===== config.mk =====
export PLATFORM = sky130hd
export DESIGN_NAME = wkt_wakeup_timer
export DESIGN_NICKNAME = d
export VERILOG_FILES = /design/src/core/wkt_pkg.sv /design/src/core/wkt_wakeup_timer.sv
export SDC_FILE = /design/constraint.sdc
export NUM_CORES = 1
export LEC_CHECK = 0
export BUFFER_PORTS_ARGS = -buffer_cell sky130_fd_sc_hd__buf_4
export CORE_UTILIZATION = 50
export CTS_CLUSTER_SIZE = 25
export DETAILED_ROUTE_END_ITERATION = 8
export PLACE_DENSITY = 0.72
export SLEW_MARGIN = 20
export SYNTH_ARGS = -nofsm -noshare
export SYNTH_HDL_FRONTEND = slang
export SYNTH_SLANG_ARGS = --single-unit

===== constraint.sdc =====
create_clock -name aclk -period 5.15 [get_ports aclk]
set_input_delay 1.03 -clock aclk [delete_from_list [all_inputs] [get_ports aclk]]
set_output_delay 1.03 -clock aclk [all_outputs]
set_load 0.1 [all_outputs]

===== src/core/wkt_pkg.sv =====
// constants and carriers for the wake-up timer and timer 3 readback
package wkt_pkg;

    // ------------------------------------------------------------
    // register indices, byte address is four times the index
    // ------------------------------------------------------------
    localparam logic [5:0] IDX_T3_RELOAD_HI = 6'h1f;
    localparam logic [5:0] IDX_T3_RELOAD_LO = 6'h20;
    localparam logic [5:0] IDX_T3_COUNT_HI = 6'h21;
    localparam logic [5:0] IDX_T3_COUNT_LO = 6'h22;
    localparam logic [5:0] IDX_WK_CONTROL = 6'h23;
    localparam logic [5:0] IDX_WK_RELOAD_HI = 6'h24;
    localparam logic [5:0] IDX_WK_RELOAD_LO = 6'h25;
    localparam logic [5:0] IDX_WK_COUNT_HI = 6'h26;
    localparam logic [5:0] IDX_WK_COUNT_LO = 6'h27;
    localparam logic [5:0] IDX_T3_START = 6'h30;
    localparam logic [5:0] IDX_IRQ_STATUS = 6'h31;
    localparam logic [5:0] IDX_IRQ_MASK = 6'h32;

    // ------------------------------------------------------------
    // field positions and values
    // ------------------------------------------------------------
    localparam int CTL_RUN = 7;
    localparam int CTL_WEN = 6;
    localparam int CTL_TRIM = 5;
    localparam int CTL_CD = 4;
    localparam int CTL_AUTO = 3;
    localparam int CTL_WAKE = 2;
    localparam int ST_WK = 0;
    localparam int ST_CARD = 1;
    localparam int ST_T3 = 2;
    localparam logic [4:0] DIV1_LAST = 5'h00;
    localparam logic [4:0] DIV8_LAST = 5'h07;
    localparam logic [4:0] DIV16_LAST = 5'h0f;
    localparam logic [4:0] DIV32_LAST = 5'h1f;
    localparam logic [15:0] RELOAD_RST = 16'h0000;
    localparam logic [2:0] MASK_RST = 3'h0;
    localparam logic [1:0] RESP_OKAY = 2'h0;
    localparam logic [1:0] RESP_SLVERR = 2'h2;

    typedef enum logic {CD_IDLE, CD_FIELD} wkt_cd_t;

    typedef struct packed {
        logic trim_start;
        logic card_detect_start;
        logic wake_request;
        logic power_down_request;
    } wkt_evt_t;

    typedef struct packed {
        logic [1:0] osc_sync;
        logic osc_prev;
        logic [1:0] card_sync;
        logic [4:0] pre_cnt;
        logic running;
        logic trim_en;
        logic cd_en;
        logic auto_reload;
        logic auto_wake;
        logic [1:0] clk_sel;
        logic [15:0] wk_reload;
        logic [15:0] wk_count;
        logic [15:0] t3_reload;
        logic [15:0] t3_count;
        logic t3_run;
        wkt_cd_t cd_state;
        logic [2:0] status;
        logic [2:0] mask;
        logic aw_hold;
        logic [5:0] aw_idx;
        logic w_hold;
        logic [7:0] w_data;
        logic w_lane;
        logic bvalid;
        logic [1:0] bresp;
        logic rvalid;
        logic [7:0] rdata;
        logic [1:0] rresp;
        wkt_evt_t evt;
        logic irq;
    } wkt_state_t;

endpackage


===== src/core/wkt_wakeup_timer.sv =====
// wake-up timer with timer 3 field window, behind an axi4-lite slave
//
// Register access over AXI4-Lite was decided locally.
`timescale 1ns/1ps
module wkt_wakeup_timer #(
    parameter int ADDR_W = 8
) (
    input wire logic aclk,
    input wire logic aresetn,
    input wire logic [ADDR_W-1:0] s_axi_awaddr,
    input wire logic s_axi_awvalid,
    output logic s_axi_awready,
    input wire logic [31:0] s_axi_wdata,
    input wire logic [3:0] s_axi_wstrb,
    input wire logic s_axi_wvalid,
    output logic s_axi_wready,
    output logic [1:0] s_axi_bresp,
    output logic s_axi_bvalid,
    input wire logic s_axi_bready,
    input wire logic [ADDR_W-1:0] s_axi_araddr,
    input wire logic s_axi_arvalid,
    output logic s_axi_arready,
    output logic [31:0] s_axi_rdata,
    output logic [1:0] s_axi_rresp,
    output logic s_axi_rvalid,
    input wire logic s_axi_rready,
    input wire logic low_freq_oscillator,
    input wire logic card_present,
    output wkt_pkg::wkt_evt_t events,
    output logic rf_field_on,
    output logic irq
);

    if (ADDR_W < 8) begin : g_chk
        $error("ADDR_W must be at least 8");
    end

    wkt_pkg::wkt_state_t q;
    wkt_pkg::wkt_state_t next_q;

    logic osc_edge;
    logic [4:0] pre_last;
    logic wk_tick;
    logic wk_uf;
    logic t3_uf;
    logic t3_start;
    logic w_do;
    logic ar_fire;
    logic [5:0] ar_idx;
    logic [2:0] st_set;
    logic [2:0] st_clr;
    logic [7:0] rd_val;
    logic rd_ok;

    // ------------------------------------------------------------
    // bus handshakes
    // ------------------------------------------------------------
    assign s_axi_awready = ~q.aw_hold;
    assign s_axi_wready = ~q.w_hold;
    assign s_axi_arready = ~q.rvalid;
    assign s_axi_bvalid = q.bvalid;
    assign s_axi_bresp = q.bresp;
    assign s_axi_rvalid = q.rvalid;
    assign s_axi_rresp = q.rresp;
    assign s_axi_rdata = {24'h000000, q.rdata};
    assign events = q.evt;
    assign rf_field_on = q.t3_run & (q.cd_state == wkt_pkg::CD_FIELD);
    assign irq = q.irq;
    assign w_do = q.aw_hold & q.w_hold & ~q.bvalid;
    assign ar_fire = s_axi_arvalid & ~q.rvalid;
    assign ar_idx = s_axi_araddr[7:2];

    // ------------------------------------------------------------
    // read decode
    // ------------------------------------------------------------
    always_comb begin
        rd_val = 8'h00;
        rd_ok = 1'b1;
        if (ar_idx == wkt_pkg::IDX_T3_RELOAD_HI) begin
            rd_val = q.t3_reload[15:8];
        end else if (ar_idx == wkt_pkg::IDX_T3_RELOAD_LO) begin
            rd_val = q.t3_reload[7:0];
        end else if (ar_idx == wkt_pkg::IDX_T3_COUNT_HI) begin
            rd_val = q.t3_count[15:8];
        end else if (ar_idx == wkt_pkg::IDX_T3_COUNT_LO) begin
            rd_val = q.t3_count[7:0];
        end else if (ar_idx == wkt_pkg::IDX_WK_CONTROL) begin
            // write-enable bit always reads zero
            rd_val = {q.running, 1'b0, q.trim_en, q.cd_en, q.auto_reload,
                      q.auto_wake, q.clk_sel};
        end else if (ar_idx == wkt_pkg::IDX_WK_RELOAD_HI) begin
            rd_val = q.wk_reload[15:8];
        end else if (ar_idx == wkt_pkg::IDX_WK_RELOAD_LO) begin
            rd_val = q.wk_reload[7:0];
        end else if (ar_idx == wkt_pkg::IDX_WK_COUNT_HI) begin
            rd_val = q.wk_count[15:8];
        end else if (ar_idx == wkt_pkg::IDX_WK_COUNT_LO) begin
            rd_val = q.wk_count[7:0];
        end else if (ar_idx == wkt_pkg::IDX_T3_START) begin
            rd_val = {7'h00, q.t3_run};
        end else if (ar_idx == wkt_pkg::IDX_IRQ_STATUS) begin
            rd_val = {5'h00, q.status};
        end else if (ar_idx == wkt_pkg::IDX_IRQ_MASK) begin
            rd_val = {5'h00, q.mask};
        end else begin
            rd_ok = 1'b0;
        end
    end

    // ------------------------------------------------------------
    // prescaler select
    // ------------------------------------------------------------
    always_comb begin
        case (q.clk_sel)
            2'h0: pre_last = wkt_pkg::DIV1_LAST;
            2'h1: pre_last = wkt_pkg::DIV8_LAST;
            2'h2: pre_last = wkt_pkg::DIV16_LAST;
            default: pre_last = wkt_pkg::DIV32_LAST;
        endcase
    end

    assign osc_edge = q.osc_sync[1] & ~q.osc_prev;
    assign wk_tick = osc_edge & (q.pre_cnt == pre_last);
    assign wk_uf = q.running & wk_tick & (q.wk_count == 16'h0000);
    assign t3_uf = q.t3_run & (q.t3_count == 16'h0000);
    assign t3_start = (w_do & q.w_lane & (q.aw_idx == wkt_pkg::IDX_T3_START) & q.w_data[0])
                      | (wk_uf & q.cd_en);

    // ------------------------------------------------------------
    // next state
    // ------------------------------------------------------------
    always_comb begin
        next_q = q;
        next_q.evt = '0;
        st_set = 3'h0;
        st_clr = 3'h0;
        next_q.osc_sync = {q.osc_sync[0], low_freq_oscillator};
        next_q.osc_prev = q.osc_sync[1];
        next_q.card_sync = {q.card_sync[0], card_present};

        if (osc_edge) begin
            next_q.pre_cnt = (q.pre_cnt == pre_last) ? 5'h00 : q.pre_cnt + 5'h01;
        end

        // wake-up countdown
        if (q.running & wk_tick) begin
            if (wk_uf) begin
                st_set[wkt_pkg::ST_WK] = 1'b1;
                next_q.evt.trim_start = q.trim_en;
                next_q.evt.card_detect_start = q.cd_en;
                next_q.evt.wake_request = q.auto_wake;
                if (q.auto_reload | q.cd_en) begin
                    next_q.wk_count = q.wk_reload;
                end else begin
                    next_q.running = 1'b0;
                end
            end else begin
                next_q.wk_count = q.wk_count - 16'h0001;
            end
        end

        // timer 3 counts aclk cycles; field window ends at its underflow
        if (q.t3_run) begin
            if (t3_uf) begin
                next_q.t3_run = 1'b0;
                st_set[wkt_pkg::ST_T3] = 1'b1;
                if (q.cd_state == wkt_pkg::CD_FIELD) begin
                    next_q.cd_state = wkt_pkg::CD_IDLE;
                    if (q.card_sync[1]) begin
                        st_set[wkt_pkg::ST_CARD] = 1'b1;
                        next_q.evt.wake_request = 1'b1;
                    end else begin
                        next_q.evt.power_down_request = q.auto_wake;
                    end
                end
            end else begin
                next_q.t3_count = q.t3_count - 16'h0001;
            end
        end
        if (t3_start) begin
            next_q.t3_run = 1'b1;
            next_q.t3_count = q.t3_reload;
        end
        if (wk_uf & q.cd_en) begin
            next_q.cd_state = wkt_pkg::CD_FIELD;
        end

        // write channel capture, either order
        if (s_axi_awvalid & ~q.aw_hold) begin
            next_q.aw_hold = 1'b1;
            next_q.aw_idx = s_axi_awaddr[7:2];
        end
        if (s_axi_wvalid & ~q.w_hold) begin
            next_q.w_hold = 1'b1;
            next_q.w_data = s_axi_wdata[7:0];
            next_q.w_lane = s_axi_wstrb[0];
        end
        if (q.bvalid & s_axi_bready) begin
            next_q.bvalid = 1'b0;
        end
        if (w_do) begin
            next_q.aw_hold = 1'b0;
            next_q.w_hold = 1'b0;
            next_q.bvalid = 1'b1;
            next_q.bresp = wkt_pkg::RESP_OKAY;
            if (q.aw_idx == wkt_pkg::IDX_T3_RELOAD_HI) begin
                if (q.w_lane) next_q.t3_reload[15:8] = q.w_data;
            end else if (q.aw_idx == wkt_pkg::IDX_T3_RELOAD_LO) begin
                if (q.w_lane) next_q.t3_reload[7:0] = q.w_data;
            end else if (q.aw_idx == wkt_pkg::IDX_WK_CONTROL) begin
                if (q.w_lane) begin
                    next_q.trim_en = q.w_data[wkt_pkg::CTL_TRIM];
                    next_q.cd_en = q.w_data[wkt_pkg::CTL_CD];
                    next_q.auto_reload = q.w_data[wkt_pkg::CTL_AUTO];
                    next_q.auto_wake = q.w_data[wkt_pkg::CTL_WAKE];
                    next_q.clk_sel = q.w_data[1:0];
                    if (q.w_data[wkt_pkg::CTL_WEN]) begin
                        next_q.running = q.w_data[wkt_pkg::CTL_RUN];
                        next_q.wk_count = q.wk_reload;
                        next_q.pre_cnt = 5'h00;
                    end
                end
            end else if (q.aw_idx == wkt_pkg::IDX_WK_RELOAD_HI) begin
                if (q.w_lane) next_q.wk_reload[15:8] = q.w_data;
            end else if (q.aw_idx == wkt_pkg::IDX_WK_RELOAD_LO) begin
                if (q.w_lane) next_q.wk_reload[7:0] = q.w_data;
            end else if (q.aw_idx == wkt_pkg::IDX_IRQ_MASK) begin
                if (q.w_lane) next_q.mask = q.w_data[2:0];
            end else if (q.aw_idx == wkt_pkg::IDX_T3_START) begin
                next_q.bresp = wkt_pkg::RESP_OKAY;
            end else if ((q.aw_idx == wkt_pkg::IDX_T3_COUNT_HI)
                         | (q.aw_idx == wkt_pkg::IDX_T3_COUNT_LO)
                         | (q.aw_idx == wkt_pkg::IDX_WK_COUNT_HI)
                         | (q.aw_idx == wkt_pkg::IDX_WK_COUNT_LO)
                         | (q.aw_idx == wkt_pkg::IDX_IRQ_STATUS)) begin
                next_q.bresp = wkt_pkg::RESP_OKAY;
            end else begin
                next_q.bresp = wkt_pkg::RESP_SLVERR;
            end
        end

        // read channel; status read clears, a new event wins
        if (q.rvalid & s_axi_rready) begin
            next_q.rvalid = 1'b0;
        end
        if (ar_fire) begin
            next_q.rvalid = 1'b1;
            next_q.rdata = rd_val;
            next_q.rresp = rd_ok ? wkt_pkg::RESP_OKAY : wkt_pkg::RESP_SLVERR;
            if (ar_idx == wkt_pkg::IDX_IRQ_STATUS) begin
                st_clr = 3'h7;
            end
        end
        next_q.status = (q.status & ~st_clr) | st_set;
        next_q.irq = |(next_q.status & next_q.mask);
    end

    // ------------------------------------------------------------
    // state register
    // ------------------------------------------------------------
    always_ff @(posedge aclk) begin
        if (!aresetn) begin
            q <= '0;
            q.wk_reload <= wkt_pkg::RELOAD_RST;
            q.t3_reload <= wkt_pkg::RELOAD_RST;
            q.mask <= wkt_pkg::MASK_RST;
            q.cd_state <= wkt_pkg::CD_IDLE;
        end else begin
            q <= next_q;
        end
    end

    logic ctl_wr;
    assign ctl_wr = w_do & q.w_lane & (q.aw_idx == wkt_pkg::IDX_WK_CONTROL);
endmodule


* Yosys cells after proc, flatten, opt, wreduce, memory -nomap -nowiden
Index checks and enable logic that the tools add are counted.
** Operators by class
- Add/subtract/negate cells :: 3
- Equal/unequal tests :: 28
- Muxes and demuxes :: 95
- Bitwise logic cells :: 40
- Reductions and logical operators :: 19
** Operator list (count)
- 8-bit two-way mux :: 19
- 6-bit equality test (second input constant) :: 22
- 16-bit two-way mux :: 8
- 44-bit two-way mux :: 2
- 60-bit two-way mux :: 1
- 3-bit two-way mux :: 13
- 16-bit zero test :: 2
- 16-bit by 1-bit subtractor with 16-bit output (second input constant) :: 2
- 2-bit two-way mux :: 15
- 1-bit two-way mux :: 26
- 12-bit two-way mux :: 2
- 18-bit two-way mux :: 1
- 1-bit AND :: 17
- 17-bit two-way mux :: 1
- 5-bit one-hot mux with 3 select lines :: 1
- 1-bit NOT :: 13
- 6-bit by 5-bit equality test with 1-bit output (second input constant) :: 2
- 11-bit two-way mux :: 1
- 5-bit two-way mux :: 2
- 2-bit nonzero test :: 5
- 7-bit two-way mux :: 1
- 7-bit AND reduction :: 1
- 3-bit AND :: 2
- 6-bit two-way mux :: 1
- other kinds (18) :: 25
** Word-level totals
- Register bits :: 125
- Logic and storage cells :: 220

* Logic depth before layout (Yosys ltp)
- Depth after elaboration :: 15
- Mapped depth :: 10
- Mapped depth without buffers :: 8

* Least setup slack after synthesis
OpenSTA, ideal clock, no wires.
- Path kind :: register to output
- Start :: reg q, in the netlist s_axi_rvalid
- End :: out s_axi_arready
- Arrival time :: 1687 ps
- Path slack :: 2433 ps
- Cell stages (with the launch flop) :: 2
- Buffers on the path :: 0
- Path through :: dfxtp_1 -> inv_1
** Between the ends
- Longest elaborated chain between the ends :: 1
** Ends and longest elaborated chain
- start, declared :: line wkt_wakeup_timer.sv:38 : wkt_pkg::wkt_state_t q;
- start signal, assigned :: line wkt_wakeup_timer.sv:269 : q <= next_q;
- 1-bit NOT :: line wkt_wakeup_timer.sv:60 : assign s_axi_arready = ~q.rvalid;
- end, declared :: line wkt_wakeup_timer.sv:22 : output logic s_axi_arready,
No other way between the ends.

* Worst setup path in the final report
- Start :: reg q[76] in the netlist's numbering
- End :: reg q[53] in the netlist's numbering
** Between the ends
- Longest elaborated chain between the ends :: 6
** Ends and longest elaborated chain
- 16-bit zero test (*) :: line wkt_wakeup_timer.sv:124 : assign wk_uf = q.running & wk_tick & (q.wk_count == 16'h0000);
- 1-bit AND (*) :: line wkt_wakeup_timer.sv:124
- 1-bit AND (*) :: line wkt_wakeup_timer.sv:127 : | (wk_uf & q.cd_en);
- 1-bit OR (*) :: line wkt_wakeup_timer.sv:127
- 2-bit by 1-bit != test with 1-bit output (no line) / 2-bit nonzero test (equally long branches)
- 2-bit AND reduction (no line)
Mark *: on every way between the ends. The rest lies on a longest branch, timed or not.
A chain may end at the register's enable or synchronous reset.

==> impl_metrics.csv <==
group,metric,value,unit
outcome,status,"finished, final reports clean",
sta,timing.slew.headroom,0.3159,
clocking,clock-sinks,123,
global_route,antenna_found_initial,0,
drt,drtPass1Iterations,7,
clocking,clk_pin_slew,0.05,ns
global_route,overflow,0,
final_layout,fin_nets,884,
setup_path,cp-start-kind,"flip-flop",
floorplanning,die_area,13890,um2
drt,routed_via_density,6.153,
setup_path,crit_path_max_fanout,33,
synth,syn_avg_cell_area,8.368,um2
global_route,grt_first_pass_wirelength,30080,um
drt,wl_per_cell,18.48,um
clocking,numCtsBuffers,17,
setup_path,r2r_slack,2.47,ns
synth,synth.distinct_cells,79,
sta,fin_crit_sh,0.5208,
setup_path,worstSetupPathType,"flip-flop to flip-flop",
power,p_leak,2.813,nW
power,peakVddDrop,274.3,uV
job,max_cap_viol_count,0,
clocking,cts-root-buf,"clkbuf_16",
setup_path,worstPathArrival,2.96,ns
setup_path,endpoint_kind,"flip-flop",
clocking,ctsResizeCount,0,
drt,first_iter_violations,626,
drt,num_vias,6178,
final_layout,final_common_cell,"dfxtp_1",
worst_hold_path,hp-class,"flip-flop to flip-flop",
drt,drc,0,
global_route,grt_pass1_vias,5705,
sta,fmax,0.3729,GHz
placed_design,dpl.hpwl,12820,um
final_layout,final_layout_size_suffix_gt1_frac,0.1514,
placed_design,routabilityCongestion,0.9247,
setup_path,cp.required,5.42,ns
floorplanning,fp.coreArea,12880,um2
placed_design,pre_cts_slack,2.186,ns
synth,synth_seq_area_share,0.3669,
final_layout,final_cell_mix,"dfxtp_1, nand2_1, nor2_1, a21oi_1, buf_4",
setup_path,slowest_stage,"and4_1",
sta,hold_viol,0,
synth,synthArstFlopShare,0,
clocking,clockBufferDepth,2,
sta,setup_tns,0,ns
setup_path,critPathTopFamily,"simple AND/OR/NAND/NOR gates",
setup_path,cp_cell_sequence,"inv_1, ha_1, nor3b_2, and4_1, a31oi_2, buf_4, nor2_1, a211oi_2",
sta,setup_violations,0,
setup_path,max_stage_delay,0.73,ns
sta,hold_ws,0.4358,ns
clocking,htreeDepth,4,
floorplanning,rows,41,
drt,ant_nets,0,
sta,skew,0.009366,ns
clocking,postCtsSetupBuffers,0,
power,powerDensity,334.1,nW/um2
synth,synth_top_area_frac,0.3669,
synth,synth_ff_type,"dfxtp_1",
final_layout,n_fill_cell,1169,
floorplanning,die_w,117.9,um
synth,ys_top_cells_by_area,"dfxtp_1, nand2_1, mux2i_1",
sta,setup_slack,2.468,ns
synth,netlist_instances,802,
sta,rsz0062_at_grt,"false",
final_layout,synthToLayoutAreaGrowth,12.81,%
global_route,gr-usage-all-layers,0.2739,
sta,layout_min_cycle_time,2.682,ns
synth,synth_seq_cells,123,
floorplanning,pin_count,108,
clocking,clkLatencyLatePin,0.43,ns
drt,wirelength,18560,um
floorplanning,die_y,117.9,um
synth,synth_edf_count,0,
global_route,grt_max_degree,45,
clocking,cts_tree,"yes",
sta,maxSlewViolCount,0,
synth,netlist_area,6711,um2
sta,tightestPinTransition,1.021,ns
synth,synth_top_cell_by_area,"dfxtp_1",
placed_design,port_buffers,50,
clocking,ctsHoldBuffers,0,
synth,yosys_warnings,0,
final_layout,n_antenna_cell,0,
floorplanning,initial_utilization,0.5212,
setup_path,critPathBufInv,2,
-- where the power goes --
group | switching [mW] | leakage (nW) | internal, mW | total, mW
Combinational | 0.203 | 1.52 | 0.0502 | 0.253
Clock | 0.460 | 0.297 | 0.826 | 1.29
Sequential | 0.0230 | 0.996 | 0.968 | 0.991
-- layout make-up --
class                   instances  area, um2  share of cell area
multi-input cells             608       3791              0.5007
flip-flops and latches        123       2462              0.3252
clock buffers                  19      442.9             0.05850
repair buffers                 56      420.4             0.05553
well taps                     172      215.2             0.02843
clock inverters                13      190.2             0.02512
inverters                      13      48.80            0.006445
-- layer usage --
metal  share of wire  vias up  global-route usage
li1                -     2867                   -
met1            0.44     2935              0.3684
met2            0.45      321              0.4184
met3           0.076       55             0.05911
met4           0.032        0              0.1258
met5               0        -                   0
-- worst reg2reg max path, delay by kind of cell (launching register included) --
kind	cells	cell delay [ns]
AOI/OAI and AO/OA	2	0.24
adders and majority gates	1	0.17
buffers and inverters	2	0.44
DFF	1	0.37
and+or+nand+nor	3	1.30
-- Yosys cell counts (all sizes together) (4+ instances only) --
cell type / instances
o21ai: 40
nand2b: 6
o31ai: 4
mux2i: 39
or4: 5
a22oi: 6
or2: 4
a32oi: 4
nand2: 107
nor2b: 8
xnor2: 6
nand3: 29
nor3: 20
nor4: 8
buf: 59
nor2: 84
clkbuf: 24
inv: 12
mux4: 10
o211ai: 5
dfxtp: 123
and3: 5
nand4: 7
a22o: 4
a31oi: 7
nand3b: 4
xor2: 4
a211oi: 24
and2: 15
ha: 4
a21oi: 62
or3: 8
and4: 6
-- through the flow --
step | utilization | std cells | power, mW | instance area, um2
after floorplan | - | 827 | 1.229 | 6805
after global placement | 0.5388 | 972 | 1.258 | 6938
after detailed placement | 0.5388 | 972 | 1.263 | 6938
after CTS | 0.5880 | 1004 | 2.536 | 7571
after global routing | 0.5880 | 1004 | 2.600 | 7571
final | 0.5880 | 1004 | 2.530 | 7571
-- worst paths after layout --
kind | from | to | cells after the start
worst max register to register | q[76]$_SDFF_PN0_ | q[53]$_SDFFE_PN0P_ | 8
worst max-delay path | q[76]$_SDFF_PN0_ | q[53]$_SDFFE_PN0P_ | 8
worst min register to register | next_q[121]$_SDFF_PN0_ | q[121]$_SDFF_PN0_ | 1
worst min-delay path | next_q[121]$_SDFF_PN0_ | q[121]$_SDFF_PN0_ | 1
-- registers in the layout (all words and copies together) (netlist names), 3 cells and up --
| signal | count |
|---|---|
| events | 4 |
| q | 103 |
| s_axi_rdata | 8 |
| next_q | 3 |
-- cell families after synthesis --
logic type                 after synthesis  synth area share
and+or+nand+nor                        330            0.2496
AOI/OAI and AO/OA                      186            0.1829
DFF                                    123            0.3669
buffers and inverters                   96           0.08221
muxes                                   52           0.09731
xor gates and xnor gates                10           0.01305
adders and majority gates                4          0.007457
other                                    1         0.0005587
Power figures use the tool's default switching activity.
